==> config.mk <==
export PLATFORM = sky130hd
export DESIGN_NAME = cmsr_top
export DESIGN_NICKNAME = d
export VERILOG_FILES = /design/src/shared/cmsr_pkg.sv /design/src/verilog/cmsr_top.sv /design/src/verilog/cmsr_i2c_target.sv
export VERILOG_INCLUDE_DIRS = /design/src /design/src/shared
export SDC_FILE = /design/constraint.sdc
export NUM_CORES = 1
export LEC_CHECK = 0
export BUFFER_PORTS_ARGS = -buffer_cell sky130_fd_sc_hd__buf_2
export CAP_MARGIN = 20
export CORE_ASPECT_RATIO = 1.2
export CORE_MARGIN = 8
export CORE_UTILIZATION = 63
export DETAILED_ROUTE_END_ITERATION = 10
export PLACE_DENSITY = 0.84
export SLEW_MARGIN = 20
export SYNTH_ARGS = -nofsm -noshare
export SYNTH_HDL_FRONTEND = slang
export SYNTH_SLANG_ARGS = --single-unit
==> constraint.sdc <==
create_clock -name clk -period 7.55 [get_ports clk]
set_clock_uncertainty 0.15 [all_clocks]
set_input_delay 1.51 -clock clk [delete_from_list [all_inputs] [get_ports clk]]
set_output_delay 1.51 -clock clk [all_outputs]
set_load 0.01 [all_outputs]
==> src/shared/cmsr_map.svh <==
// register offsets, field positions, reset values and codes of the clock mode block
`ifndef CMSR_MAP_SVH
`define CMSR_MAP_SVH

`define CMSR_OFS_MODE        8'h03
`define CMSR_OFS_FMT         8'h04
`define CMSR_OFS_OSC         8'h05
`define CMSR_OFS_CLKMUL      8'h06
`define CMSR_OFS_CLKDIV      8'h07
`define CMSR_OFS_PCFG        8'h10
`define CMSR_OFS_PDT         8'h11

`define CMSR_MODE_MSB        2
`define CMSR_MODE_OVR_BIT    4
`define CMSR_OSC_FULL_BIT    3
`define CMSR_HSDIV_MSB       7
`define CMSR_HSDIV_LSB       5
`define CMSR_MUL_MSB         4
`define CMSR_PCFG_LONG_BIT   0
`define CMSR_PCFG_YUV_BIT    1
`define CMSR_PCFG_MATCH_BIT  2
`define CMSR_DT_MSB          5

`define CMSR_MODE_SYNC       3'h0
`define CMSR_MODE_EXT        3'h2
`define CMSR_MODE_INT        3'h3
`define CMSR_MODE_LEGACY     3'h5

`define CMSR_RATE_SYNC       8'ha0
`define CMSR_RATE_NONSYNC    8'h50
`define CMSR_RATE_LEGACY     8'h1c

`define CMSR_FMT_NONE        2'h0
`define CMSR_FMT_RAW10       2'h1
`define CMSR_FMT_RAW12_HIGH_FREQ_FORMAT    2'h2
`define CMSR_FMT_RAW12_LOW_FREQ_FORMAT    2'h3

`define CMSR_HSDIV_RST       3'h2
`define CMSR_MUL_RST         5'h01
`define CMSR_DEN_RST         8'h01
`define CMSR_PCFG_RST        3'h0
`define CMSR_PDT_RST         6'h00

`define CMSR_DT_LONG_MIN     6'h10
`define CMSR_DT_YUV_MIN      6'h18
`define CMSR_DT_YUV_MAX      6'h1f
`define CMSR_DT_RAW10        6'h2b
`define CMSR_DT_RAW12        6'h2c

`define CMSR_I2C_ADDR_LOW    7'h18
`define CMSR_I2C_ADDR_HIGH   7'h19
`define CMSR_BIT_CNT_BYTE    4'h8

`endif

==> src/shared/cmsr_pkg.sv <==
// types shared by the clock mode block
package cmsr_pkg;
  typedef enum logic [1:0] {
    CMSR_SRC_BACK_CHANNEL,
    CMSR_SRC_EXTERNAL,
    CMSR_SRC_INTERNAL
  } cmsr_ref_src_t;

  typedef enum logic [3:0] {
    CMSR_ST_IDLE,
    CMSR_ST_ADDR,
    CMSR_ST_ADDR_ACK,
    CMSR_ST_PTR,
    CMSR_ST_PTR_ACK,
    CMSR_ST_WDATA,
    CMSR_ST_WDATA_ACK,
    CMSR_ST_RDATA,
    CMSR_ST_RACK
  } cmsr_i2c_state_t;
endpackage

==> src/verilog/cmsr_top.sv <==
// clocking mode select, reference clock output generator and legacy parallel format registers
`timescale 1ns/1ps
`default_nettype none
`include "cmsr_map.svh"

module cmsr_top (
  input  wire logic                  clk,
  input  wire logic                  rst_n,
  input  wire logic                  power_enable_pin,
  input  wire logic [2:0]            mode_strap,
  input  wire logic                  address_strap_pin,
  input  wire logic                  scl_in,
  input  wire logic                  sda_in,
  output logic                       sda_out,
  output logic                       sda_oe,
  input  wire logic                  pkt_valid,
  input  wire logic [5:0]            pkt_dt,
  output logic                       pkt_pass,
  output var cmsr_pkg::cmsr_ref_src_t refclk_source,
  output logic                       always_on_oscillator_en,
  output logic                       osc_full_rate_select,
  output logic [7:0]                 link_rate_mult,
  output logic                       clk_out_enable,
  output logic                       ref_clk_out,
  output logic                       legacy_parallel_compat,
  output logic [1:0]                 legacy_format
);
  import cmsr_pkg::*;

  logic       pe_reg;
  logic [2:0] strap_mode_reg;
  logic       addr_strap_reg;
  logic       override_reg;
  logic [2:0] sw_mode_reg;
  logic [2:0] active_mode;
  logic [1:0] fmt_reg;
  logic       osc_full_reg;
  logic [2:0] hsdiv_reg;
  logic [4:0] mul_reg;
  logic [7:0] den_reg;
  logic [2:0] pcfg_reg;
  logic [5:0] pdt_reg;
  logic [12:0] acc_reg;
  logic [12:0] acc_next;
  logic [12:0] period;
  logic       wr_en;
  logic [7:0] wr_addr;
  logic [7:0] wr_data;
  logic [7:0] rd_addr;
  logic [7:0] rd_data;
  logic [6:0] dev_addr;
  logic       fmt_match;

  // decode of a mode code into its reference source
  function automatic cmsr_ref_src_t mode_source(input logic [2:0] m);
    unique case (m)
      `CMSR_MODE_EXT, `CMSR_MODE_LEGACY: mode_source = CMSR_SRC_EXTERNAL;
      `CMSR_MODE_INT:                    mode_source = CMSR_SRC_INTERNAL;
      default:                           mode_source = CMSR_SRC_BACK_CHANNEL;
    endcase
  endfunction

  function automatic logic [7:0] mode_rate(input logic [2:0] m);
    unique case (m)
      `CMSR_MODE_EXT, `CMSR_MODE_INT: mode_rate = `CMSR_RATE_NONSYNC;
      `CMSR_MODE_LEGACY:              mode_rate = `CMSR_RATE_LEGACY;
      default:                        mode_rate = `CMSR_RATE_SYNC;
    endcase
  endfunction

  // divider code n means divide by 2**n; codes above 4 are clamped to 16
  function automatic logic [4:0] hsdiv_value(input logic [2:0] c);
    hsdiv_value = (c > 3'h4) ? 5'h10 : 5'(5'h01 << c);
  endfunction

  // strap caught by a clocked edge detector, never by the reset itself
  always_ff @(posedge clk)
  begin
    if (!rst_n)
    begin
      pe_reg         <= 1'b0;
      strap_mode_reg <= `CMSR_MODE_SYNC;
      addr_strap_reg <= 1'b0;
    end
    else
    begin
      pe_reg <= power_enable_pin;
      if (power_enable_pin && !pe_reg)
      begin
        strap_mode_reg <= mode_strap;
        addr_strap_reg <= address_strap_pin;
      end
    end
  end

  assign dev_addr = addr_strap_reg ? `CMSR_I2C_ADDR_HIGH : `CMSR_I2C_ADDR_LOW;

  always_ff @(posedge clk)
  begin
    if (!rst_n)
    begin
      override_reg <= 1'b0;
      sw_mode_reg  <= `CMSR_MODE_SYNC;
    end
    else if (wr_en && wr_addr == `CMSR_OFS_MODE)
    begin
      override_reg <= wr_data[`CMSR_MODE_OVR_BIT];
      // the field takes the written value only in a write that holds override high; otherwise it reloads the strap mode
      if (wr_data[`CMSR_MODE_OVR_BIT])
        sw_mode_reg <= wr_data[`CMSR_MODE_MSB:0];
      else
        sw_mode_reg <= strap_mode_reg;
    end
  end

  assign active_mode = override_reg ? sw_mode_reg : strap_mode_reg;

  always_ff @(posedge clk)
  begin
    if (!rst_n)
      fmt_reg <= `CMSR_FMT_NONE;
    else if (wr_en && wr_addr == `CMSR_OFS_FMT && wr_data[1:0] != `CMSR_FMT_RAW12_LOW_FREQ_FORMAT)
      fmt_reg <= wr_data[1:0];
  end

  always_ff @(posedge clk)
  begin
    if (!rst_n)
    begin
      osc_full_reg <= 1'b0;
      hsdiv_reg    <= `CMSR_HSDIV_RST;
      mul_reg      <= `CMSR_MUL_RST;
      den_reg      <= `CMSR_DEN_RST;
    end
    else if (wr_en)
    begin
      if (wr_addr == `CMSR_OFS_OSC)
        osc_full_reg <= wr_data[`CMSR_OSC_FULL_BIT];
      if (wr_addr == `CMSR_OFS_CLKMUL)
      begin
        hsdiv_reg <= wr_data[`CMSR_HSDIV_MSB:`CMSR_HSDIV_LSB];
        mul_reg   <= wr_data[`CMSR_MUL_MSB:0];
      end
      // zero denominator would make the generator toggle every clock, so it is refused
      if (wr_addr == `CMSR_OFS_CLKDIV && wr_data != 8'h00)
        den_reg <= wr_data;
    end
  end

  always_ff @(posedge clk)
  begin
    if (!rst_n)
    begin
      pcfg_reg <= `CMSR_PCFG_RST;
      pdt_reg  <= `CMSR_PDT_RST;
    end
    else if (wr_en)
    begin
      if (wr_addr == `CMSR_OFS_PCFG)
        pcfg_reg <= wr_data[2:0];
      if (wr_addr == `CMSR_OFS_PDT)
        pdt_reg <= wr_data[`CMSR_DT_MSB:0];
    end
  end

  always_comb
  begin
    unique case (rd_addr)
      `CMSR_OFS_MODE:   rd_data = {3'h0, override_reg, 1'b0, active_mode};
      `CMSR_OFS_FMT:    rd_data = {6'h00, fmt_reg};
      `CMSR_OFS_OSC:    rd_data = {4'h0, osc_full_reg, 3'h0};
      `CMSR_OFS_CLKMUL: rd_data = {hsdiv_reg, mul_reg};
      `CMSR_OFS_CLKDIV: rd_data = den_reg;
      `CMSR_OFS_PCFG:   rd_data = {5'h00, pcfg_reg};
      `CMSR_OFS_PDT:    rd_data = {2'h0, pdt_reg};
      default:          rd_data = 8'h00;
    endcase
  end

  // clk stands in for the link bit rate; one full output period spans div*N/M clocks,
  // so each half period needs the accumulator to gain 2*M per clock
  assign period   = {8'h00, hsdiv_value(hsdiv_reg)} * {5'h00, den_reg};
  assign acc_next = acc_reg + {7'h00, mul_reg, 1'b0};

  always_ff @(posedge clk)
  begin
    if (!rst_n)
    begin
      acc_reg     <= 13'h0000;
      ref_clk_out <= 1'b0;
    end
    else if (!clk_out_enable)
    begin
      acc_reg     <= 13'h0000;
      ref_clk_out <= 1'b0;
    end
    else if (acc_next >= period)
    begin
      // a remainder of a whole period or more would need several toggles a cycle; it toggles once and the accumulator clears to zero instead
      acc_reg     <= (acc_next - period >= period) ? 13'h0000 : 13'(acc_next - period);
      ref_clk_out <= ~ref_clk_out;
    end
    else
      acc_reg <= acc_next;
  end

  always_ff @(posedge clk)
  begin
    if (!rst_n)
    begin
      refclk_source           <= CMSR_SRC_BACK_CHANNEL;
      always_on_oscillator_en <= 1'b0;
      link_rate_mult          <= `CMSR_RATE_SYNC;
      clk_out_enable          <= 1'b0;
      legacy_parallel_compat  <= 1'b0;
      osc_full_rate_select    <= 1'b0;
      legacy_format           <= `CMSR_FMT_NONE;
    end
    else
    begin
      refclk_source           <= mode_source(active_mode);
      always_on_oscillator_en <= (mode_source(active_mode) == CMSR_SRC_INTERNAL);
      link_rate_mult          <= mode_rate(active_mode);
      clk_out_enable          <= (mode_source(active_mode) != CMSR_SRC_INTERNAL);
      legacy_parallel_compat  <= (active_mode == `CMSR_MODE_LEGACY);
      osc_full_rate_select    <= osc_full_reg;
      legacy_format           <= fmt_reg;
    end
  end

  always_comb
  begin
    unique case (fmt_reg)
      `CMSR_FMT_RAW10:    fmt_match = (pkt_dt == `CMSR_DT_RAW10);
      `CMSR_FMT_RAW12_HIGH_FREQ_FORMAT: fmt_match = (pkt_dt == `CMSR_DT_RAW12);
      default:            fmt_match = (pkt_dt == `CMSR_DT_RAW10) || (pkt_dt == `CMSR_DT_RAW12);
    endcase
  end

  always_ff @(posedge clk)
  begin
    if (!rst_n)
      pkt_pass <= 1'b0;
    else
      pkt_pass <= pkt_valid && legacy_parallel_compat &&
                  (fmt_match ||
                   (pcfg_reg[`CMSR_PCFG_LONG_BIT] && pkt_dt >= `CMSR_DT_LONG_MIN) ||
                   (pcfg_reg[`CMSR_PCFG_YUV_BIT] && pkt_dt >= `CMSR_DT_YUV_MIN &&
                    pkt_dt <= `CMSR_DT_YUV_MAX) ||
                   (pcfg_reg[`CMSR_PCFG_MATCH_BIT] && pkt_dt == pdt_reg));
  end

  cmsr_i2c_target u_i2c (
    .clk      (clk),
    .rst_n    (rst_n),
    .scl_in   (scl_in),
    .sda_in   (sda_in),
    .dev_addr (dev_addr),
    .sda_out  (sda_out),
    .sda_oe   (sda_oe),
    .wr_en    (wr_en),
    .wr_addr  (wr_addr),
    .wr_data  (wr_data),
    .rd_addr  (rd_addr),
    .rd_data  (rd_data)
  );
endmodule // cmsr_top

`default_nettype wire

==> src/verilog/cmsr_i2c_target.sv <==
// serial control bus target: address match, register pointer, byte writes and reads
`timescale 1ns/1ps
`default_nettype none
`include "cmsr_map.svh"

module cmsr_i2c_target (
  input  wire logic       clk,
  input  wire logic       rst_n,
  input  wire logic       scl_in,
  input  wire logic       sda_in,
  input  wire logic [6:0] dev_addr,
  output logic            sda_out,
  output logic            sda_oe,
  output logic            wr_en,
  output logic [7:0]      wr_addr,
  output logic [7:0]      wr_data,
  output logic [7:0]      rd_addr,
  input  wire logic [7:0] rd_data
);
  import cmsr_pkg::*;

  cmsr_i2c_state_t state_reg;
  logic            scl_reg;
  logic            sda_reg;
  logic [7:0]      shift_reg;
  logic [3:0]      cnt_reg;
  logic [7:0]      ptr_reg;
  logic            is_read_reg;
  logic            nack_reg;
  logic            start_det;
  logic            stop_det;
  logic            scl_rise;
  logic            scl_fall;
  logic            byte_done;

  // open drain: only ever pulls low
  assign sda_out   = 1'b0;
  assign start_det = scl_in & scl_reg & sda_reg & ~sda_in;
  assign stop_det  = scl_in & scl_reg & ~sda_reg & sda_in;
  assign scl_rise  = scl_in & ~scl_reg;
  assign scl_fall  = ~scl_in & scl_reg;
  assign byte_done = scl_fall && (cnt_reg == `CMSR_BIT_CNT_BYTE);
  assign wr_addr   = ptr_reg;
  assign wr_data   = shift_reg;
  assign rd_addr   = ptr_reg;

  always_ff @(posedge clk)
  begin
    if (!rst_n)
    begin
      scl_reg <= 1'b1;
      sda_reg <= 1'b1;
    end
    else
    begin
      scl_reg <= scl_in;
      sda_reg <= sda_in;
    end
  end

  always_ff @(posedge clk)
  begin
    if (!rst_n)
      wr_en <= 1'b0;
    else
      wr_en <= (state_reg == CMSR_ST_WDATA) && byte_done && !start_det && !stop_det;
  end

  always_ff @(posedge clk)
  begin
    if (!rst_n)
    begin
      state_reg   <= CMSR_ST_IDLE;
      shift_reg   <= 8'h00;
      cnt_reg     <= 4'h0;
      ptr_reg     <= 8'h00;
      is_read_reg <= 1'b0;
      nack_reg    <= 1'b0;
      sda_oe      <= 1'b0;
    end
    else if (start_det)
    begin
      state_reg <= CMSR_ST_ADDR;
      cnt_reg   <= 4'h0;
      sda_oe    <= 1'b0;
    end
    else if (stop_det)
    begin
      state_reg <= CMSR_ST_IDLE;
      sda_oe    <= 1'b0;
    end
    else
    begin
      unique case (state_reg)
        CMSR_ST_IDLE:
          sda_oe <= 1'b0;
        CMSR_ST_ADDR, CMSR_ST_PTR, CMSR_ST_WDATA:
        begin
          if (scl_rise)
          begin
            shift_reg <= {shift_reg[6:0], sda_in};
            cnt_reg   <= cnt_reg + 4'h1;
          end
          else if (byte_done)
          begin
            cnt_reg <= 4'h0;
            if (state_reg == CMSR_ST_ADDR)
            begin
              if (shift_reg[7:1] == dev_addr)
              begin
                sda_oe      <= 1'b1;
                is_read_reg <= shift_reg[0];
                state_reg   <= CMSR_ST_ADDR_ACK;
              end
              else
                state_reg <= CMSR_ST_IDLE;
            end
            else if (state_reg == CMSR_ST_PTR)
            begin
              ptr_reg   <= shift_reg;
              sda_oe    <= 1'b1;
              state_reg <= CMSR_ST_PTR_ACK;
            end
            else
            begin
              sda_oe    <= 1'b1;
              state_reg <= CMSR_ST_WDATA_ACK;
            end
          end
        end
        CMSR_ST_ADDR_ACK, CMSR_ST_RACK:
        begin
          if (scl_rise && state_reg == CMSR_ST_RACK)
            nack_reg <= sda_in;
          if (scl_fall)
          begin
            if (state_reg == CMSR_ST_RACK && nack_reg)
            begin
              sda_oe    <= 1'b0;
              state_reg <= CMSR_ST_IDLE;
            end
            else if (state_reg == CMSR_ST_RACK || is_read_reg)
            begin
              // first bit goes out as soon as the acknowledge clock ends
              shift_reg <= rd_data;
              sda_oe    <= ~rd_data[7];
              ptr_reg   <= ptr_reg + 8'h01;
              cnt_reg   <= 4'h1;
              state_reg <= CMSR_ST_RDATA;
            end
            else
            begin
              sda_oe    <= 1'b0;
              state_reg <= CMSR_ST_PTR;
            end
          end
        end
        CMSR_ST_PTR_ACK, CMSR_ST_WDATA_ACK:
        begin
          if (scl_fall)
          begin
            sda_oe    <= 1'b0;
            state_reg <= CMSR_ST_WDATA;
            if (state_reg == CMSR_ST_WDATA_ACK)
              ptr_reg <= ptr_reg + 8'h01;
          end
        end
        CMSR_ST_RDATA:
        begin
          if (scl_fall)
          begin
            if (cnt_reg == `CMSR_BIT_CNT_BYTE)
            begin
              sda_oe    <= 1'b0;
              cnt_reg   <= 4'h0;
              state_reg <= CMSR_ST_RACK;
            end
            else
            begin
              sda_oe    <= ~shift_reg[6];
              shift_reg <= {shift_reg[6:0], 1'b0};
              cnt_reg   <= cnt_reg + 4'h1;
            end
          end
        end
        default:
          state_reg <= CMSR_ST_IDLE;
      endcase
    end
  end
endmodule // cmsr_i2c_target

`default_nettype wire

---- Yosys cells after proc, flatten, opt, wreduce, memory -nomap -nowiden ----
Cells that the tools add are included.
word-level totals
  flip-flop bits (word level) ............. 98
  bits of input ports ..................... 16
  output and inout bits ................... 20
  logic and storage cells ................. 226
operators by class
  $add $sub $neg .......................... 4
  $mul .................................... 1
  magnitude comparators ................... 6
  equality and inequality tests ........... 50
  shifts and indexed selects .............. 1
  multiplexer cells ....................... 61
  bitwise operators ....................... 19
  reduce and logical (&&, ||, !) cells .... 51
operators with widths
  cell                  count
  $mux W8               15
  $mux W4               15
  $pmux W8 S7           1
  $pmux W8 S3           2
  $reduce_and A7 Y1     5
  $eq A8 B3 Y1 const B  4
  $ge A13 B13 Y1        2
  $mux W13              2
  $ne A4 B1 Y1 const B  5
  $pmux W4 S5           1
  $ne A2 B1 Y1 const B  9
  $logic_and A1 B1 Y1   17
  $eq A4 B3 Y1 const B  4
  $eq A8 B5 Y1 const B  2
  $pmux W8 S2           1
  $add A13 B6 Y13       1
  $mul A5 B8 Y13        1
  $mux W1               13
  $sub A13 B13 Y13      1
  $eq A6 B6 Y1 const B  2
  $ge A6 B5 Y1 const B  2
  $ne A2 B2 Y1 const B  6
  $not A1 Y1            12
  $pmux W4 S3           1
  other kinds (37)      69

---- Logic depth before layout (Yosys ltp) ----
  depth in word-level cells ............... 9
  mapped depth ............................ 31

---- Hierarchy ----
Synthesis repeated with hierarchy kept, for this count alone.
unflattened totals
  cells, all modules ...................... 858
  area total of the unflattened synthesis .. 7354.6 um2
by module, submodules not included
  module           times used  cells each  area an instance (um2)  sequential area each (um2)
  cmsr_top         1           578         5106.1                  1281.2
  cmsr_i2c_target  1           280         2248.4                  600.6

---- Worst setup path before layout ----
No wires, ideal clock.
  path kind ............................... register to register
  start ................................... register hsdiv_reg[1]
  end ..................................... register acc_reg[10]
  data arrival time ....................... 6354 ps
  slack ................................... 986 ps
  cell stages (with the launch flop) ...... 27
  cells stage by stage .................... dfxtp_1 nor3b_1 nand2_1 fa_1 fa_1 fa_1 inv_1 ha_1 nor2b_1 nor2_1 xor2_1 ha_1 inv_1 o22ai_1 o41ai_2 a22oi_1 o21ai_0 and2_1 o21ai_1 maj3_1 xor2_1 ha_1 nor2_1 nand2_1 o211a_1 a2111oi_4 a221o_1
on the way
  cells in the longest elaborated chain, start to end .. 7
ends and longest elaborated chain
  what                                                  RTL line         source
  start: declaration                                    cmsr_top.sv:38   logic [2:0] hsdiv_reg;
  start signal: assignment                              cmsr_top.sv:131  hsdiv_reg <= `CMSR_HSDIV_RST;
  start signal: assignment                              cmsr_top.sv:141  hsdiv_reg <= wr_data[`CMSR_HSDIV_MSB:`CMSR_HSDIV_LSB];
  $gt A3 B3 Y1 / $shl A1 B3 Y5 (equally long branches)  cmsr_top.sv:73   hsdiv_value = (c > 3'h4) ? 5'h10 : 5'(5'h01 << c);
  $mux W5 *                                             cmsr_top.sv:73
  $mul A5 B8 Y13 *                                      cmsr_top.sv:182  assign period = {8'h00, hsdiv_value(hsdiv_reg)} * {5'h00, den_reg};
  $sub A13 B13 Y13                                      cmsr_top.sv:200  acc_reg <= (acc_next - period >= period) ? 13'h0000 : 13'(acc_next - period);
  $ge A13 B13 Y1                                        cmsr_top.sv:200
  $mux W13                                              cmsr_top.sv:200
  $mux W13 *                                            cmsr_top.sv:197  else if (acc_next >= period)
  end signal: assignment                                cmsr_top.sv:200
  end signal: assignment                                cmsr_top.sv:204  acc_reg <= acc_next;
  end: declaration                                      cmsr_top.sv:43   logic [12:0] acc_reg;
Every way passes the cells marked *; elsewhere a longest branch is shown, timed or not.
A chain may end at the register's enable or synchronous reset.

---- Worst setup path in the final report ----
  start ................................... register hsdiv_reg[0]
  end ..................................... register acc_reg[3]
Same word-level chain as after synthesis.

==> flow_summary.json <==
{
  "outcome": "completed",
  "dpl_cell_area_mm2": 0.00747,
  "cts_setup_buffers": 0,
  "yosys_warnings": 0,
  "ys_top_cells_by_area": "dfxtp_1 (26%), ha_1 (9.3%), fa_1 (5.5%)",
  "min_path_type": "flip-flop to flip-flop",
  "die_h_um": 134,
  "p_leak_uw": 0.00326,
  "wl_per_cell_um": 15.8,
  "ctsHoldBuffers": 0,
  "clock-sinks": 94,
  "final_cell_mix": "dfxtp_1 (93), nand2_1 (81), and2_1 (54), ha_1 (54), a21oi_1 (51)",
  "n_antenna_cell": 0,
  "fmax_ghz": 0.144,
  "critical_path.endpoint_type": "flip-flop",
  "clkTransAtPathRegs_ps": 70,
  "core_mm2": 0.0114,
  "ant_nets": 0,
  "antenna_found_initial": 0,
  "seq_area_mm2": 0.00188,
  "drtPass1Iterations": 8,
  "synth_top_area_share_pct": 25.8,
  "yosys_most_used_dff": "dfxtp_1",
  "final_common_cell": "dfxtp_1",
  "synth_seq_area_share_pct": 25.8,
  "routed_via_density": 6.06,
  "num_io_pins": 36,
  "min_period_ps": 6930,
  "area_delta_synth_final_pct": 6.65,
  "synth.avg_cell_area_um2": 8.19,
  "root_buffer": "clkbuf_16",
  "setup_viol": 0,
  "largest_reg_flops": 13,
  "rsz0062_at_grt": "false",
  "track_usage_pct": 22.3,
  "die_w_um": 114,
  "grt_pass1_vias": 6174,
  "h-tree-depth": 3,
  "ys_types": 79,
  "drc": 0,
  "synth_top_cell_by_area": "dfxtp_1",
  "setup-tns-final_ps": 0,
  "synth-edff-count": 0,
  "initial_core_util_pct": 64.0,
  "synth_area_mm2": 0.00730,
  "critPathLaunchType": "flip-flop",
  "dieArea_mm2": 0.0153,
  "grt_max_degree": 69,
  "power_uw": 1590,
  "clkLatencyLatePin_ps": 350,
  "worstPathArrival_ps": 7070,
  "multi_input_area_mm2": 0.00505,
  "overflow": 0,
  "drv_slew": 0,
  "fin_crit_sh_pct": 91.8,
  "fin_area_mm2": 0.00778,
  "vias": 6362,
  "maxCapViolCount": 0,
  "worstMarginPinSlew_ps": 683,
  "p_per_area_mw_per_mm2": 204,
  "cts_tree": "yes",
  "rows": 43,
  "fin_nets": 978,
  "relSlewSlack_pct": 54.1,
  "crit_required_ps": 7690,
  "finalWirelength_mm": 16.6,
  "cts_buffers": 9,
  "syn_inst": 891,
  "async_flop_share_pct": 0,
  "hold_viol": 0,
  "critPathMaxFanout": 13,
  "io_buffers": 32,
  "n_fill_cell": 937,
  "layout-drive-gt1-share_pct": 8.40,
  "clock_path_buffers": 2,
  "vdd_drop_max_mv": 0.162,
  "cts_resized": 0,
  "crit_type": "flip-flop to flip-flop",
  "drt-initial-drc-count": 497,
  "hpwl_mm": 12.6,
  "place_congestion": 0.885,
  "synth-seq-cells": 94,
  "grt_pass1_wl_mm": 28.3
}
## Yosys cell counts (all sizes together), types with 8 or more instances
| cell type | instances |
|---|---|
| a22o | 11 |
| ha | 54 |
| dfxtp | 94 |
| fa | 20 |
| clkbuf | 42 |
| nor2 | 50 |
| nand2b | 14 |
| mux2i | 22 |
| xor2 | 20 |
| nor3b | 12 |
| a21boi | 17 |
| o21ai | 51 |
| inv | 46 |
| nor3 | 17 |
| xnor2 | 15 |
| a211oi | 8 |
| nand3 | 33 |
| nor2b | 35 |
| a21oi | 54 |
| and2 | 54 |
| buf | 10 |
| nand2 | 81 |
## power by group
| part | internal [uW] | switching, uW |
|---|---|---|
| registers | 514 | 16.3 |
| logic | 273 | 346 |
| clock network | 230 | 206 |
| total | 1020 | 569 |
## metal layers
layer	share of wire, %	vias to the layer above	track usage, %	routed length (um)
li1	-	3162	-	-
met1	41	2998	24.9	6830
met2	52	160	40.4	8640
met3	3.5	42	2.88	583
met4	3.5	0	11.1	581
met5	0	-	0	0
## through the flow
| stage | setup WS, ps | util (%) | hold WS (ps) | instances |
|---|---|---|---|---|
| 5_1_grt | 23.7 | 68.2 | 352 | 1050 |
| 2_1_floorplan | 986 | - | 303 | 893 |
| 3_5_place_dp | 272 | 65.5 | 309 | 1034 |
| 3_3_place_gp | 538 | 65.5 | 316 | 1034 |
| 4_1_cts | 257 | 68.0 | 326 | 1050 |
| 6_report | 621 | 68.2 | 333 | 1050 |
## cell type report
type	count	share of cell area [%]
timing repair buffer	36	2.44
tap	157	2.52
sequential	94	24.2
inverter	46	2.22
clock buffer	9	2.89
multi-input combinational	701	64.9
clock inverter	7	0.788
## worst max-delay path, cell delays in order (launching register included)
cell and delay [ps]:
dfxtp_1 480, and3b_1 350, nand2_1 110, fa_1 500, fa_1 510, fa_1 540, inv_1 40, ha_1 330
nor2b_1 140, nor2_1 120, xor2_1 220, ha_1 310, inv_1 100, o22ai_1 150, o41ai_4 370, a22oi_1 180
o21ai_0 190, and2_1 170, o21ai_1 80, maj3_1 380, xor2_1 170, ha_1 190, nor2_1 170, o2111ai_1 140
o211a_1 240, a21oi_4 340, a22o_1 210
## final timing paths
path	startpoint	to	slack, ps	depth (start not counted)
setup / recovery	hsdiv_reg[0]	acc_reg[3]	620	26
hold / removal	u_i2c.sda_oe	u_i2c.sda_oe	330	2
setup reg to reg	hsdiv_reg[0]	acc_reg[3]	620	26
hold reg to reg	u_i2c.sda_oe	u_i2c.sda_oe	330	2
## kinds of logic (layout without fill, tap and decap cells)
logic type	Yosys count	in the layout	share of synthesized area (%)
mux	26	26	3.69
xor+xnor	35	35	4.20
flops	94	94	25.8
fa+ha+maj	76	76	15.0
simple gates	340	340	24.8
buf+inv	98	98	5.45
other cells	1	3	0.0514
compound gates	221	221	21.0
Power figures use the tool's default switching activity.
